$ cat src/tcc_pkg.sv
package tcc_pkg;
	// Register byte offsets
	localparam logic [4:0] OFF_CTRL    = 5'h00;
	localparam logic [4:0] OFF_COUNT   = 5'h04;
	localparam logic [4:0] OFF_MATCH_A = 5'h08;
	localparam logic [4:0] OFF_MATCH_B = 5'h0C;
	localparam logic [4:0] OFF_CAPTURE = 5'h10;
	localparam logic [4:0] OFF_FLAGS   = 5'h14;
	localparam logic [4:0] OFF_FORCE   = 5'h18;
	localparam logic [4:0] OFF_PORT    = 5'h1C;

	// Control register fields
	localparam int CTRL_MODE_LSB   = 0;
	localparam int CTRL_CLK_LSB    = 4;
	localparam int CTRL_ACT_A_LSB  = 8;
	localparam int CTRL_ACT_B_LSB  = 10;

	// Flag bit positions
	localparam int FLG_OVF = 0;
	localparam int FLG_MA  = 1;
	localparam int FLG_MB  = 2;
	localparam int FLG_CAP = 3;

	// Port register fields
	localparam int PORT_OUT_LSB = 0;
	localparam int PORT_DIR_LSB = 2;
	localparam int PORT_WAVE_LSB = 4;

	// Waveform modes used by the counter
	localparam logic [3:0] MODE_NORMAL    = 4'h0;
	localparam logic [3:0] MODE_CTC_MATCH = 4'h4;
	localparam logic [3:0] MODE_CTC_CAPT  = 4'hC;
	localparam logic [3:0] MODE_FAST_8    = 4'h5;
	localparam logic [3:0] MODE_FAST_9    = 4'h6;
	localparam logic [3:0] MODE_FAST_10   = 4'h7;
	localparam logic [3:0] MODE_FAST_CAPT = 4'hE;
	localparam logic [3:0] MODE_FAST_MTCH = 4'hF;

	// Output actions
	localparam logic [1:0] ACT_NONE   = 2'h0;
	localparam logic [1:0] ACT_TOGGLE = 2'h1;
	localparam logic [1:0] ACT_CLEAR  = 2'h2;
	localparam logic [1:0] ACT_SET    = 2'h3;

	// Clock select codes and division factors
	localparam logic [2:0] CLK_STOP  = 3'h0;
	localparam logic [2:0] CLK_DIV1  = 3'h1;
	localparam logic [2:0] CLK_DIV8  = 3'h2;
	localparam logic [2:0] CLK_DIV64 = 3'h3;
	localparam logic [2:0] CLK_DIV256 = 3'h4;
	localparam logic [2:0] CLK_DIV1024 = 3'h5;
	localparam logic [9:0] DIV8_MASK    = 10'h007;
	localparam logic [9:0] DIV64_MASK   = 10'h03F;
	localparam logic [9:0] DIV256_MASK  = 10'h0FF;
	localparam logic [9:0] DIV1024_MASK = 10'h3FF;

	// Counter limits and fixed tops
	localparam logic [15:0] CNT_MAX   = 16'hFFFF;
	localparam logic [15:0] CNT_FLOOR = 16'h0000;
	localparam logic [15:0] TOP_8     = 16'h00FF;
	localparam logic [15:0] TOP_9     = 16'h01FF;
	localparam logic [15:0] TOP_10    = 16'h03FF;
endpackage

$ cat src/tcc_timer16.sv
// Contract
// - Force strobe applies output action in non-PWM
// - Force sets no flag, leaves counter alone
// - Counter write blocks matches next timer tick
// - Variable-top PWM: written top missed, runs on
// - Output bit held across mode changes
// - Output action field unbuffered, applies at once
// - Reset clears output bits to zero
// - Nonzero action overrides port value, direction kept
// - Action field never touches input capture
// - Action zero leaves output unchanged
// - Only wave mode decides counting sequence
// - Non-PWM action sets, clears or toggles
// - Mode 0 counts up, wraps FFFF to 0
// - Mode 0 counter writable any time
// - Clear-on-match clears on A (4) or capture (12)
// - Top unbuffered; below count means wrap first
// - Reaching a top taken from A or capture sets that flag
// - Toggle on A in clear-on-match mode
// - Prescaler offers 1, 8, 64, 256, 1024
// - Clear-on-match overflow on MAX to zero
// - Real match sets its flag at tick
// - Match writes go straight to compare register
`timescale 1ns/1ns
`default_nettype none

module tcc_timer16 #(
	parameter int CNT_W = 16
) (
	// Clock and reset
	input  wire logic              sys_clk,
	input  wire logic              resetn,
	// Avalon-MM slave
	input  wire logic [4:0]        avs_address,
	input  wire logic              avs_read,
	input  wire logic              avs_write,
	input  wire logic [31:0]       avs_writedata,
	input  wire logic [3:0]        avs_byteenable,
	output logic [31:0]            avs_readdata,
	output logic                   avs_waitrequest,
	// Input capture event
	input  wire logic              capture_event,
	// Wave pins, channel A in bit 0
	output logic [1:0]             wave_pin_o,
	output logic [1:0]             wave_pin_oe
);

	logic              rst_meta_q;
	logic              rst_sync_q;
	logic              ack_q;
	logic [31:0]       rdata_q;
	logic [3:0]        wave_mode_sel_q;
	logic [2:0]        clk_sel_q;
	logic [1:0]        out_action_sel_a_q;
	logic [1:0]        out_action_sel_b_q;
	logic [CNT_W-1:0]  count_value_q;
	logic [CNT_W-1:0]  match_value_a_q;
	logic [CNT_W-1:0]  match_value_b_q;
	logic [CNT_W-1:0]  capture_value_q;
	logic              overflow_flag_q;
	logic              match_flag_a_q;
	logic              match_flag_b_q;
	logic              capture_flag_q;
	logic              block_q;
	logic [9:0]        div_q;
	logic [1:0]        port_out_q;
	logic [1:0]        wave_pin_dir_q;
	logic              wave_out_bit_a_q;
	logic              wave_out_bit_b_q;
	logic              wr_take;
	logic              tick;
	logic              pwm_mode;
	logic              ctc_mode;
	logic [CNT_W-1:0]  top_value;
	logic              hit_a;
	logic              hit_b;
	logic              hit_top;
	logic              at_max;
	logic              force_a;
	logic              force_b;
	logic              wr_ctrl;
	logic              wr_count;
	logic              wr_flags;
	logic              wr_port;
	logic              wr_force;
	logic              wr_match_a;
	logic              wr_match_b;
	logic              wr_capture;
	logic [1:0]        wave_pin_q;

	function automatic logic [15:0] merge16(input logic [15:0] old,
		input logic [31:0] wd, input logic [3:0] be);
		merge16 = {be[1] ? wd[15:8] : old[15:8], be[0] ? wd[7:0] : old[7:0]};
	endfunction

	function automatic logic apply_action(input logic cur, input logic [1:0] act);
		unique case (act)
			tcc_pkg::ACT_NONE:   apply_action = cur;
			tcc_pkg::ACT_TOGGLE: apply_action = ~cur;
			tcc_pkg::ACT_CLEAR:  apply_action = 1'b0;
			tcc_pkg::ACT_SET:    apply_action = 1'b1;
		endcase
	endfunction

	// Timer clock enable when the free-running divider wraps under a mask
	function automatic logic div_done(input logic [9:0] cnt, input logic [9:0] mask);
		div_done = (cnt & mask) == mask;
	endfunction

	// Modes that take top from the capture register shut the capture input off
	function automatic logic capture_sets_top(input logic [3:0] mode);
		capture_sets_top = (mode == tcc_pkg::MODE_CTC_CAPT)
			|| (mode == tcc_pkg::MODE_FAST_CAPT);
	endfunction

	// Reset release through two flip-flops
	always_ff @(posedge sys_clk or negedge resetn) begin
		if (!resetn) begin
			rst_meta_q <= 1'b0;
			rst_sync_q <= 1'b0;
		end else begin
			rst_meta_q <= 1'b1;
			rst_sync_q <= rst_meta_q;
		end
	end

	// Bus answers on the second edge of each request
	assign avs_waitrequest = (avs_read | avs_write) & ~ack_q;
	assign avs_readdata    = rdata_q;
	assign wr_take         = avs_write & ack_q;

	always_ff @(posedge sys_clk or negedge rst_sync_q) begin
		if (!rst_sync_q) begin
			ack_q <= 1'b0;
		end else begin
			ack_q <= (avs_read | avs_write) & ~ack_q;
		end
	end

	always_ff @(posedge sys_clk or negedge rst_sync_q) begin
		if (!rst_sync_q) begin
			rdata_q <= 32'h0000_0000;
		end else if (avs_read & ~ack_q) begin
			unique case (avs_address)
				tcc_pkg::OFF_CTRL: rdata_q <= {20'h0_0000, out_action_sel_b_q,
					out_action_sel_a_q, 1'b0, clk_sel_q, wave_mode_sel_q};
				tcc_pkg::OFF_COUNT:   rdata_q <= {16'h0000, count_value_q};
				tcc_pkg::OFF_MATCH_A: rdata_q <= {16'h0000, match_value_a_q};
				tcc_pkg::OFF_MATCH_B: rdata_q <= {16'h0000, match_value_b_q};
				tcc_pkg::OFF_CAPTURE: rdata_q <= {16'h0000, capture_value_q};
				tcc_pkg::OFF_FLAGS: rdata_q <= {28'h000_0000, capture_flag_q,
					match_flag_b_q, match_flag_a_q, overflow_flag_q};
				tcc_pkg::OFF_PORT: rdata_q <= {26'h000_0000, wave_out_bit_b_q,
					wave_out_bit_a_q, wave_pin_dir_q, port_out_q};
				default: rdata_q <= 32'h0000_0000;
			endcase
		end
	end

	// Write decode
	assign wr_ctrl  = wr_take & (avs_address == tcc_pkg::OFF_CTRL);
	assign wr_count = wr_take & (avs_address == tcc_pkg::OFF_COUNT);
	assign wr_flags = wr_take & (avs_address == tcc_pkg::OFF_FLAGS) & avs_byteenable[0];
	assign wr_port  = wr_take & (avs_address == tcc_pkg::OFF_PORT) & avs_byteenable[0];
	assign wr_force   = wr_take & (avs_address == tcc_pkg::OFF_FORCE) & avs_byteenable[0];
	assign wr_match_a = wr_take & (avs_address == tcc_pkg::OFF_MATCH_A);
	assign wr_match_b = wr_take & (avs_address == tcc_pkg::OFF_MATCH_B);
	assign wr_capture = wr_take & (avs_address == tcc_pkg::OFF_CAPTURE);
	// Strobe is a pulse from the write itself, nothing is stored
	assign force_a    = wr_force & avs_writedata[0] & ~pwm_mode;
	assign force_b    = wr_force & avs_writedata[1] & ~pwm_mode;

	always_ff @(posedge sys_clk or negedge rst_sync_q) begin
		if (!rst_sync_q) begin
			wave_mode_sel_q    <= 4'h0;
			clk_sel_q          <= 3'h0;
			out_action_sel_a_q <= 2'h0;
			out_action_sel_b_q <= 2'h0;
		end else if (wr_ctrl) begin
			if (avs_byteenable[0]) begin
				wave_mode_sel_q <= avs_writedata[tcc_pkg::CTRL_MODE_LSB +: 4];
				clk_sel_q       <= avs_writedata[tcc_pkg::CTRL_CLK_LSB +: 3];
			end
			if (avs_byteenable[1]) begin
				out_action_sel_a_q <= avs_writedata[tcc_pkg::CTRL_ACT_A_LSB +: 2];
				out_action_sel_b_q <= avs_writedata[tcc_pkg::CTRL_ACT_B_LSB +: 2];
			end
		end
	end

	// Compare registers written directly, no double buffer
	always_ff @(posedge sys_clk or negedge rst_sync_q) begin
		if (!rst_sync_q) begin
			match_value_a_q <= 16'h0000;
			match_value_b_q <= 16'h0000;
		end else begin
			if (wr_match_a) begin
				match_value_a_q <= merge16(match_value_a_q, avs_writedata, avs_byteenable);
			end
			if (wr_match_b) begin
				match_value_b_q <= merge16(match_value_b_q, avs_writedata, avs_byteenable);
			end
		end
	end

	// Capture register: software sets top, events copy the count
	always_ff @(posedge sys_clk or negedge rst_sync_q) begin
		if (!rst_sync_q) begin
			capture_value_q <= 16'h0000;
		end else if (wr_capture) begin
			capture_value_q <= merge16(capture_value_q, avs_writedata, avs_byteenable);
		end else if (capture_event && !capture_sets_top(wave_mode_sel_q)) begin
			capture_value_q <= count_value_q;
		end
	end

	always_ff @(posedge sys_clk or negedge rst_sync_q) begin
		if (!rst_sync_q) begin
			port_out_q     <= 2'h0;
			wave_pin_dir_q <= 2'h0;
		end else if (wr_port) begin
			port_out_q     <= avs_writedata[tcc_pkg::PORT_OUT_LSB +: 2];
			wave_pin_dir_q <= avs_writedata[tcc_pkg::PORT_DIR_LSB +: 2];
		end
	end

	// Prescaler: free-running divider, tick is the timer clock enable
	always_ff @(posedge sys_clk or negedge rst_sync_q) begin
		if (!rst_sync_q) begin
			div_q <= 10'h000;
		end else begin
			div_q <= div_q + 10'h001;
		end
	end

	always_comb begin
		unique case (clk_sel_q)
			tcc_pkg::CLK_DIV1:    tick = 1'b1;
			tcc_pkg::CLK_DIV8:    tick = div_done(div_q, tcc_pkg::DIV8_MASK);
			tcc_pkg::CLK_DIV64:   tick = div_done(div_q, tcc_pkg::DIV64_MASK);
			tcc_pkg::CLK_DIV256:  tick = div_done(div_q, tcc_pkg::DIV256_MASK);
			tcc_pkg::CLK_DIV1024: tick = div_done(div_q, tcc_pkg::DIV1024_MASK);
			default:              tick = 1'b0;
		endcase
	end

	// Mode decode: counting depends on the wave mode only
	assign ctc_mode = (wave_mode_sel_q == tcc_pkg::MODE_CTC_MATCH)
		| (wave_mode_sel_q == tcc_pkg::MODE_CTC_CAPT);
	assign pwm_mode = (wave_mode_sel_q != tcc_pkg::MODE_NORMAL) & ~ctc_mode;

	always_comb begin
		unique case (wave_mode_sel_q)
			tcc_pkg::MODE_CTC_MATCH, tcc_pkg::MODE_FAST_MTCH: top_value = match_value_a_q;
			tcc_pkg::MODE_CTC_CAPT, tcc_pkg::MODE_FAST_CAPT:  top_value = capture_value_q;
			tcc_pkg::MODE_FAST_8:  top_value = tcc_pkg::TOP_8;
			tcc_pkg::MODE_FAST_9:  top_value = tcc_pkg::TOP_9;
			tcc_pkg::MODE_FAST_10: top_value = tcc_pkg::TOP_10;
			default:               top_value = tcc_pkg::CNT_MAX;
		endcase
	end

	// Matches are suppressed for the tick after a counter write
	assign hit_a   = (count_value_q == match_value_a_q) & ~block_q;
	assign hit_b   = (count_value_q == match_value_b_q) & ~block_q;
	assign hit_top = (count_value_q == top_value) & ~block_q
		& (wave_mode_sel_q != tcc_pkg::MODE_NORMAL);
	assign at_max  = count_value_q == tcc_pkg::CNT_MAX;

	always_ff @(posedge sys_clk or negedge rst_sync_q) begin
		if (!rst_sync_q) begin
			block_q <= 1'b0;
		end else if (wr_count) begin
			block_q <= 1'b1;
		end else if (tick) begin
			block_q <= 1'b0;
		end
	end

	// Counter: software write wins over the tick
	always_ff @(posedge sys_clk or negedge rst_sync_q) begin
		if (!rst_sync_q) begin
			count_value_q <= tcc_pkg::CNT_FLOOR;
		end else if (wr_count) begin
			count_value_q <= merge16(count_value_q, avs_writedata, avs_byteenable);
		end else if (tick) begin
			if (hit_top) begin
				count_value_q <= tcc_pkg::CNT_FLOOR;
			end else begin
				count_value_q <= count_value_q + 16'h0001;
			end
		end
	end

	// Flags: hardware set wins over a write-one clear
	always_ff @(posedge sys_clk or negedge rst_sync_q) begin
		if (!rst_sync_q) begin
			overflow_flag_q <= 1'b0;
		end else if (tick && !wr_count && at_max) begin
			overflow_flag_q <= 1'b1;
		end else if (tick && !wr_count && hit_top && pwm_mode) begin
			overflow_flag_q <= 1'b1;
		end else if (wr_flags && avs_writedata[tcc_pkg::FLG_OVF]) begin
			overflow_flag_q <= 1'b0;
		end
	end

	always_ff @(posedge sys_clk or negedge rst_sync_q) begin
		if (!rst_sync_q) begin
			match_flag_a_q <= 1'b0;
			match_flag_b_q <= 1'b0;
		end else begin
			if (tick && hit_a) begin
				match_flag_a_q <= 1'b1;
			end else if (wr_flags && avs_writedata[tcc_pkg::FLG_MA]) begin
				match_flag_a_q <= 1'b0;
			end
			if (tick && hit_b) begin
				match_flag_b_q <= 1'b1;
			end else if (wr_flags && avs_writedata[tcc_pkg::FLG_MB]) begin
				match_flag_b_q <= 1'b0;
			end
		end
	end

	// Capture flag: external event or top reached through capture register
	always_ff @(posedge sys_clk or negedge rst_sync_q) begin
		if (!rst_sync_q) begin
			capture_flag_q <= 1'b0;
		end else if (tick && hit_top && capture_sets_top(wave_mode_sel_q)) begin
			capture_flag_q <= 1'b1;
		end else if (capture_event && !capture_sets_top(wave_mode_sel_q)) begin
			capture_flag_q <= 1'b1;
		end else if (wr_flags && avs_writedata[tcc_pkg::FLG_CAP]) begin
			capture_flag_q <= 1'b0;
		end
	end

	// Output bits: real matches and forced strobes, non-PWM only.
	// Forcing touches neither flags nor counter; PWM waveforms not built here.
	always_ff @(posedge sys_clk or negedge rst_sync_q) begin
		if (!rst_sync_q) begin
			wave_out_bit_a_q <= 1'b0;
			wave_out_bit_b_q <= 1'b0;
		end else begin
			if (force_a || (tick && hit_a && !pwm_mode)) begin
				wave_out_bit_a_q <= apply_action(wave_out_bit_a_q, out_action_sel_a_q);
			end
			if (force_b || (tick && hit_b && !pwm_mode)) begin
				wave_out_bit_b_q <= apply_action(wave_out_bit_b_q, out_action_sel_b_q);
			end
		end
	end
	// Mode changes do not touch the output bits

	// Pin override: action field selects source, direction stays with software
	always_ff @(posedge sys_clk or negedge rst_sync_q) begin
		if (!rst_sync_q) begin
			wave_pin_q <= 2'h0;
		end else begin
			wave_pin_q[0] <= (out_action_sel_a_q != tcc_pkg::ACT_NONE)
				? wave_out_bit_a_q : port_out_q[0];
			wave_pin_q[1] <= (out_action_sel_b_q != tcc_pkg::ACT_NONE)
				? wave_out_bit_b_q : port_out_q[1];
		end
	end
	assign wave_pin_o  = wave_pin_q;
	assign wave_pin_oe = wave_pin_dir_q;

endmodule

`default_nettype wire

$ cat config.mk
export PLATFORM = sky130hd
export DESIGN_NAME = tcc_timer16
export DESIGN_NICKNAME = d
export VERILOG_FILES = /design/src/tcc_pkg.sv /design/src/tcc_timer16.sv
export SDC_FILE = /design/constraint.sdc
export NUM_CORES = 1
export LEC_CHECK = 0
export BUFFER_PORTS_ARGS = -buffer_cell sky130_fd_sc_hd__buf_4
export CELL_PAD_IN_SITES_DETAIL_PLACEMENT = 1
export CELL_PAD_IN_SITES_GLOBAL_PLACEMENT = 2
export CORE_ASPECT_RATIO = 1.5
export CORE_MARGIN = 10
export CORE_UTILIZATION = 34
export CTS_CLUSTER_DIAMETER = 80
export DETAILED_ROUTE_END_ITERATION = 10
export MAX_ROUTING_LAYER = met4
export PLACE_DENSITY_LB_ADDON = 0.1
export SLEW_MARGIN = 5
export SYNTH_ARGS = -nofsm -noshare
export SYNTH_HDL_FRONTEND = slang
export SYNTH_SLANG_ARGS = --single-unit
$ cat constraint.sdc
create_clock -name sys_clk -period 3.8 [get_ports sys_clk]
set_clock_uncertainty 0.1 [all_clocks]
set_input_delay 0.95 -clock sys_clk [delete_from_list [all_inputs] [get_ports sys_clk]]
set_output_delay 0.95 -clock sys_clk [all_outputs]
set_load 0.02 [all_outputs]
; ---- After elaboration in Yosys (flattened, before gate mapping)
; Cells that the tools add are included.
[word_totals]
elab_cells = 172
register_bits = 133
output_inout_bits = 37
inputBits = 46
[classes]
muxes = 26
eq_ne = 37
n_addsub = 2
n_bitwise = 33
n_reduce_logical = 47
[ops]
columns = operator, count
row1 = $pmux 16 s7, 1
row2 = $mux 16, 5
row3 = $pmux 16 s5, 1
row4 = $eq 16x16->1, 3
row5 = $reduce_and 2->1, 12
row6 = $and 1x1->1, 23
row7 = $eq 5x5->1 const B, 4
row8 = $add 16x1->16 const B, 1
row9 = $eq 16x16->1 const B, 1
row10 = $eq 4x3->1 const B, 4
row11 = $mux 8, 2
row12 = $logic_and 1x1->1, 15
row13 = $mux 1, 14
row14 = $eq 4x4->1 const B, 3
row15 = $reduce_bool 2->1, 6
row16 = $add 10x1->10 const B, 1
row17 = $eq 10x10->1 const B, 1
row18 = $eq 5x4->1 const B, 2
row19 = $eq 3x3->1 const B, 3
row20 = $eq 2x2->1 const B, 4
row21 = $eq 8x8->1 const B, 1
row22 = $ne 2x2->1 const B, 4
row23 = $not 1->1, 8
row24 = $eq 3x2->1 const B, 2
row25 = other kinds (14), 24

; ---- Logic depth before layout (Yosys ltp)
[logic_depth]
word_depth = 10
depth_mapped = 11
mapped_depth_nobuf = 10

; ---- Least setup slack after synthesis
; Ideal clock, no wire load.
[synth_path]
path_kind = input to register
start = input port avs_address[1]
end = register count_value_q[11]
n_path_buf = 2
path_stages = 10
setup_time_ns = 0.123
arrival_ns = 2.571
required_ns = 3.577
path_slack_ns = 1.006
cell_sequence = nor2_1 nand2_1 nor2_1 and3_1 buf_2 o21ba_2 buf_2 nor4_1 o21ai_0 nand2_1
[synth_between]
elab_chain_len = 4
elab_cells_between_ends = 6
classes_between = eq/ne: 2 / mux: 1 / bitwise: 1 / reduce/logical: 2
[synth_rtl]
columns = element, line_no
row1 = start: declaration, tcc_timer16.sv:34  ; input wire logic [4:0] avs_address,
row2 = $eq 5x3->1 *, tcc_timer16.sv:162  ; assign wr_count = wr_take & (avs_address == tcc_pkg::OFF_COUNT);
row3 = $and 1x1->1 *, tcc_timer16.sv:162
row4 = $ne 2x2->1 (no line) or $reduce_bool 2->1 (tied branches), -
row5 = $reduce_and 2->1 (no line), -
row6 = end signal: assignment, tcc_timer16.sv:283  ; count_value_q <= tcc_pkg::CNT_FLOOR;
row7 = end signal: assignment, tcc_timer16.sv:285  ; count_value_q <= merge16(count_value_q, avs_writedata, avs_byteenable);
row8 = end signal: assignment, tcc_timer16.sv:288  ; count_value_q <= tcc_pkg::CNT_FLOOR;
row9 = end: declaration, tcc_timer16.sv:56  ; logic [CNT_W-1:0] count_value_q;
; Every way passes the cells marked *; elsewhere a longest branch is shown, timed or not.
; A chain may end at the register's enable or synchronous reset.

; ---- Final worst setup path
[layout_path]
start = register wave_mode_sel_q[0]
end = register count_value_q[3]
[layout_between]
elab_chain_len = 9
elab_cells_between_ends = 17
classes_between = eq/ne: 8 / mux: 4 / bitwise: 2 / reduce/logical: 3
[layout_rtl]
columns = element, line_no
row1 = start: declaration, tcc_timer16.sv:52  ; logic [3:0] wave_mode_sel_q;
row2 = start signal: assignment, tcc_timer16.sv:181  ; wave_mode_sel_q <= avs_writedata[tcc_pkg::CTRL_MODE_LSB +: 4];
row3 = $eq 4x4->1 or $eq 4x3->1 (tied branches), tcc_timer16.sv:253  ; unique case (wave_mode_sel_q)
row4 = $reduce_or 2->1, tcc_timer16.sv:253
row5 = $pmux 16 s5, tcc_timer16.sv:253
row6 = $eq 16x16->1, tcc_timer16.sv:266  ; assign hit_top = (count_value_q == top_value) & ~block_q
row7 = $and 1x1->1, tcc_timer16.sv:266
row8 = $and 1x1->1 *, tcc_timer16.sv:267  ; & (wave_mode_sel_q != tcc_pkg::MODE_NORMAL);
row9 = $mux 16 *, tcc_timer16.sv:287  ; if (hit_top) begin
row10 = $mux 16 *, tcc_timer16.sv:286  ; end else if (tick) begin
row11 = $mux 16 *, tcc_timer16.sv:284  ; end else if (wr_count) begin
; Every way passes the cells marked *; elsewhere a longest branch is shown, timed or not. The select of a mux whose other input is x is not followed.

==> reports/metrics.csv <==
stage,metric,value,unit
place,post-place-ws,0.5949,ns
cts,path_clk_slew,0.06,ns
timing,drv_slew,0,
timing,rsz0062_at_grt,no,
power_and_ir_drop,swShare,0.3260,
setup_path,worstSetupStartpointType,flip-flop,
synthesis,synth-xor-area-share,0.06070,
floorplanning,die_area,0.02611,mm²
cts,postCtsSetupBuffers,0,
synthesis,yosys.area_share.adder,0.005535,
place,port_buffers,48,
setup_path,crit_end,count_value_q[3],
cts,cts_buffer_depth,2,
setup_path,worstReg2RegStart,wave_mode_sel_q[0],
finish,final_layout_size_suffix_gt1_frac,0.2242,
finish,final_area,0.008003,mm²
place,gp_congestion,0.9123,
global_route,grt_pass1_vias,6087,
timing,period_share,0.8267,
setup_path,cp_max_fo,13,
floorplanning,die_h,193.0,µm
synthesis,seq_area_frac_synth,0.4317,
power_and_ir_drop,max-vdd-ir-drop,0.2829,mV
power_and_ir_drop,p_comb_frac,0.209,
timing,relSlewSlack,0.2788,
status,outcome,"complete, no violations",
route,wl_per_cell,25.09,µm
global_route,track_usage,0.2030,
power_and_ir_drop,p_int,2.796,mW
route,final_antenna_net_count,0,
synthesis,synth_top_family_by_area,compound AO/OA/AOI/OAI gates,
power_and_ir_drop,p_sw,1.353,mW
cts,cts_tree,yes,
cts,cts-root-buf,clkbuf_16,
floorplanning,num_rows,63,
global_route,grt_max_degree,73,
route,vias,5696,
synthesis,ys_ff_latch,117,
min_path,hp-class,in -> async,
power_and_ir_drop,total_power,4.149,mW
route,drc_errors,0,
synthesis,synthMuxAreaShare,0.1216,
cts,cts_htree_levels,4,
power_and_ir_drop,seq_power_share,0.397,
finish,area_growth,18.01,%
global_route,antenna_found_initial,0,
setup_path,crit_required,3.95,ns
setup_path,arrival,3.29,ns
finish,nets,783,
route,drt-vias-per-instance,5.668,
timing,period_needed,3.141,ns
synthesis,synth_edf_count,0,
setup_path,cp-startpoint,wave_mode_sel_q[0],
place,hpwl,18820,µm
synthesis,synth_ff_type,dfrtp_1,
synthesis,synthesis.area,0.006782,mm²
setup_path,r2r_slack,0.66,ns
cts,cts_hold_buf,0,
timing,finalSetupTns,0,ns
floorplanning,start_util,0.3441,
power_and_ir_drop,p_leak,3.530,nW
synthesis,synth_cells,687,
synthesis,synth_cell_types,66,
power_and_ir_drop,p_clk_frac,0.394,
cts,cts_made_buffers,17,
timing,timing.fmax,318.3,MHz
setup_path,worstSetupPathType,reg -> reg,
route,dr.pass1.iters,6,
cts,cts.sinks,117,
synthesis,ys_warn_count,0,
place,postPlaceCellArea,0.007412,mm²
floorplanning,ioPinCount,83,
cts,clk_latency,0.43,ns
power_and_ir_drop,p_per_area,518.5,mW/mm²
timing,worstMarginPinSlew,1.078,ns
cts,cts_resized,0,
global_route,grt_pass1_wl,38390,µm
synthesis,synth_compound_area_frac,0.1747,
timing,setup_ws,0.6586,ns
place,dpl.cell_count,975,
route,wirelength,25220,µm
setup_path,r2r_end,count_value_q[3],
floorplanning,coreArea,0.01971,mm²
timing,hold_ws,0.1939,ns
setup_path,worst_setup_path_end_kind,flip-flop,
finish,diodes,0,
synthesis,async_flop_share,1.000,
timing,setup_viol,0,
timing,final_hold_viol_count,0,
finish,fin_util,0.4061,
floorplanning,die_w,135.3,µm
synthesis,yosys.area_share.simple,0.1565,
finish,nFillCells,2237,
synthesis,synth.avg_cell_area,9.871,µm²
flow_run,cap_viol_max_count,0,
global_route,overflow,0,
finish,finalNonFillerCells,1005,
route,drt_iter0_markers,481,
setup_path,r2r_cells,9,
final cells by class:
cell class / instances / area [µm²] / share of cell area
Clock buffer: 22 / 464.2 / 0.05800
Clock inverter: 8 / 126.4 / 0.01579
Inverter: 9 / 33.78 / 0.004221
Multi-Input combinational cell: 519 / 3583 / 0.4478
Sequential cell: 117 / 2932 / 0.3663
Tap cell: 260 / 325.3 / 0.04065
Timing Repair Buffer: 70 / 538.0 / 0.06723
state kept, by name (all words and copies together) (netlist names), 2 cells and up:
name	cells
match_value_b_q	16
count_value_q	16
port_out_q	2
avs_readdata	16
clk_sel_q	3
wave_mode_sel_q	4
div_q	10
match_value_a_q	16
out_action_sel_b_q	2
wave_pin_o	2
out_action_sel_a_q	2
wave_pin_oe	2
capture_value_q	16
layout by cell type, fill, tap and decap left out, drive strengths merged, types with 18 or more instances in the layout:
cell	Yosys	layout
a21oi	25	25
a22oi	24	24
buf	30	70
clkbuf	27	22
dfrtp	117	117
mux2	51	51
mux2i	25	25
nand2	71	71
nand3	18	18
nor2	27	27
nor3	22	22
o21ai	48	48
xor2	42	42
per-layer routing:
layer | GRT usage | vias up | part of all wire
met3 | 0.03164 | 39 | 0.027
li1 | - | 2596 | -
met2 | 0.3678 | 134 | 0.55
met1 | 0.2127 | 2927 | 0.39
met4 | 0.08846 | 0 | 0.033
met5 | - | - | 0
power by group through the flow:
stage	combinational (mW)	clock (mW)	sequential, mW
floorplan	0.714	0	1.49
global placement	0.845	0	1.66
detailed placement	0.864	0	1.67
CTS	0.871	1.66	1.65
global route	0.960	1.73	1.67
finish	0.866	1.63	1.65
synth_stat cells (all sizes together) (13+ instances only):
master	count	area share
a21oi	25	0.018
a22oi	24	0.027
and3	13	0.012
buf	30	0.028
clkbuf	27	0.015
dfrtp	117	0.43
mux2	51	0.085
mux2i	25	0.037
nand2	71	0.040
nand3	18	0.014
nor2	27	0.015
nor3	22	0.019
nor4	17	0.019
o21ai	48	0.035
xor2	42	0.054
worst min-delay path by stage:
stage	end	depth (start not counted)
after global routing	rst_sync_q	1
after floorplan	rst_sync_q	0
after global placement	rst_sync_q	0
after detailed placement	rst_sync_q	0
after CTS	rst_sync_q	1
final	rst_sync_q	1
worst max-delay path: stages (launching register included):
cell and delay (ns):
dfrtp_1 0.55, buf_4 0.25, nor3_2 0.35, o21ai_0 0.16, nand3_1 0.12, xor2_1 0.08
nor4_1 0.61, nand4_4 0.32, nand2_2 0.28, o22ai_1 0.13
cells by family (layout without fill, tap and decap cells):
family / count (synthesis) / in the layout
other: 2 / 17
muxes: 76 / 76
AOI/OAI and AO/OA: 174 / 174
and+or+nand+nor: 202 / 202
DFF: 117 / 117
adders and majority gates: 3 / 3
buffers and inverters: 66 / 109
xor gates and xnor gates: 47 / 47
(Power assumes the default switching activity.)
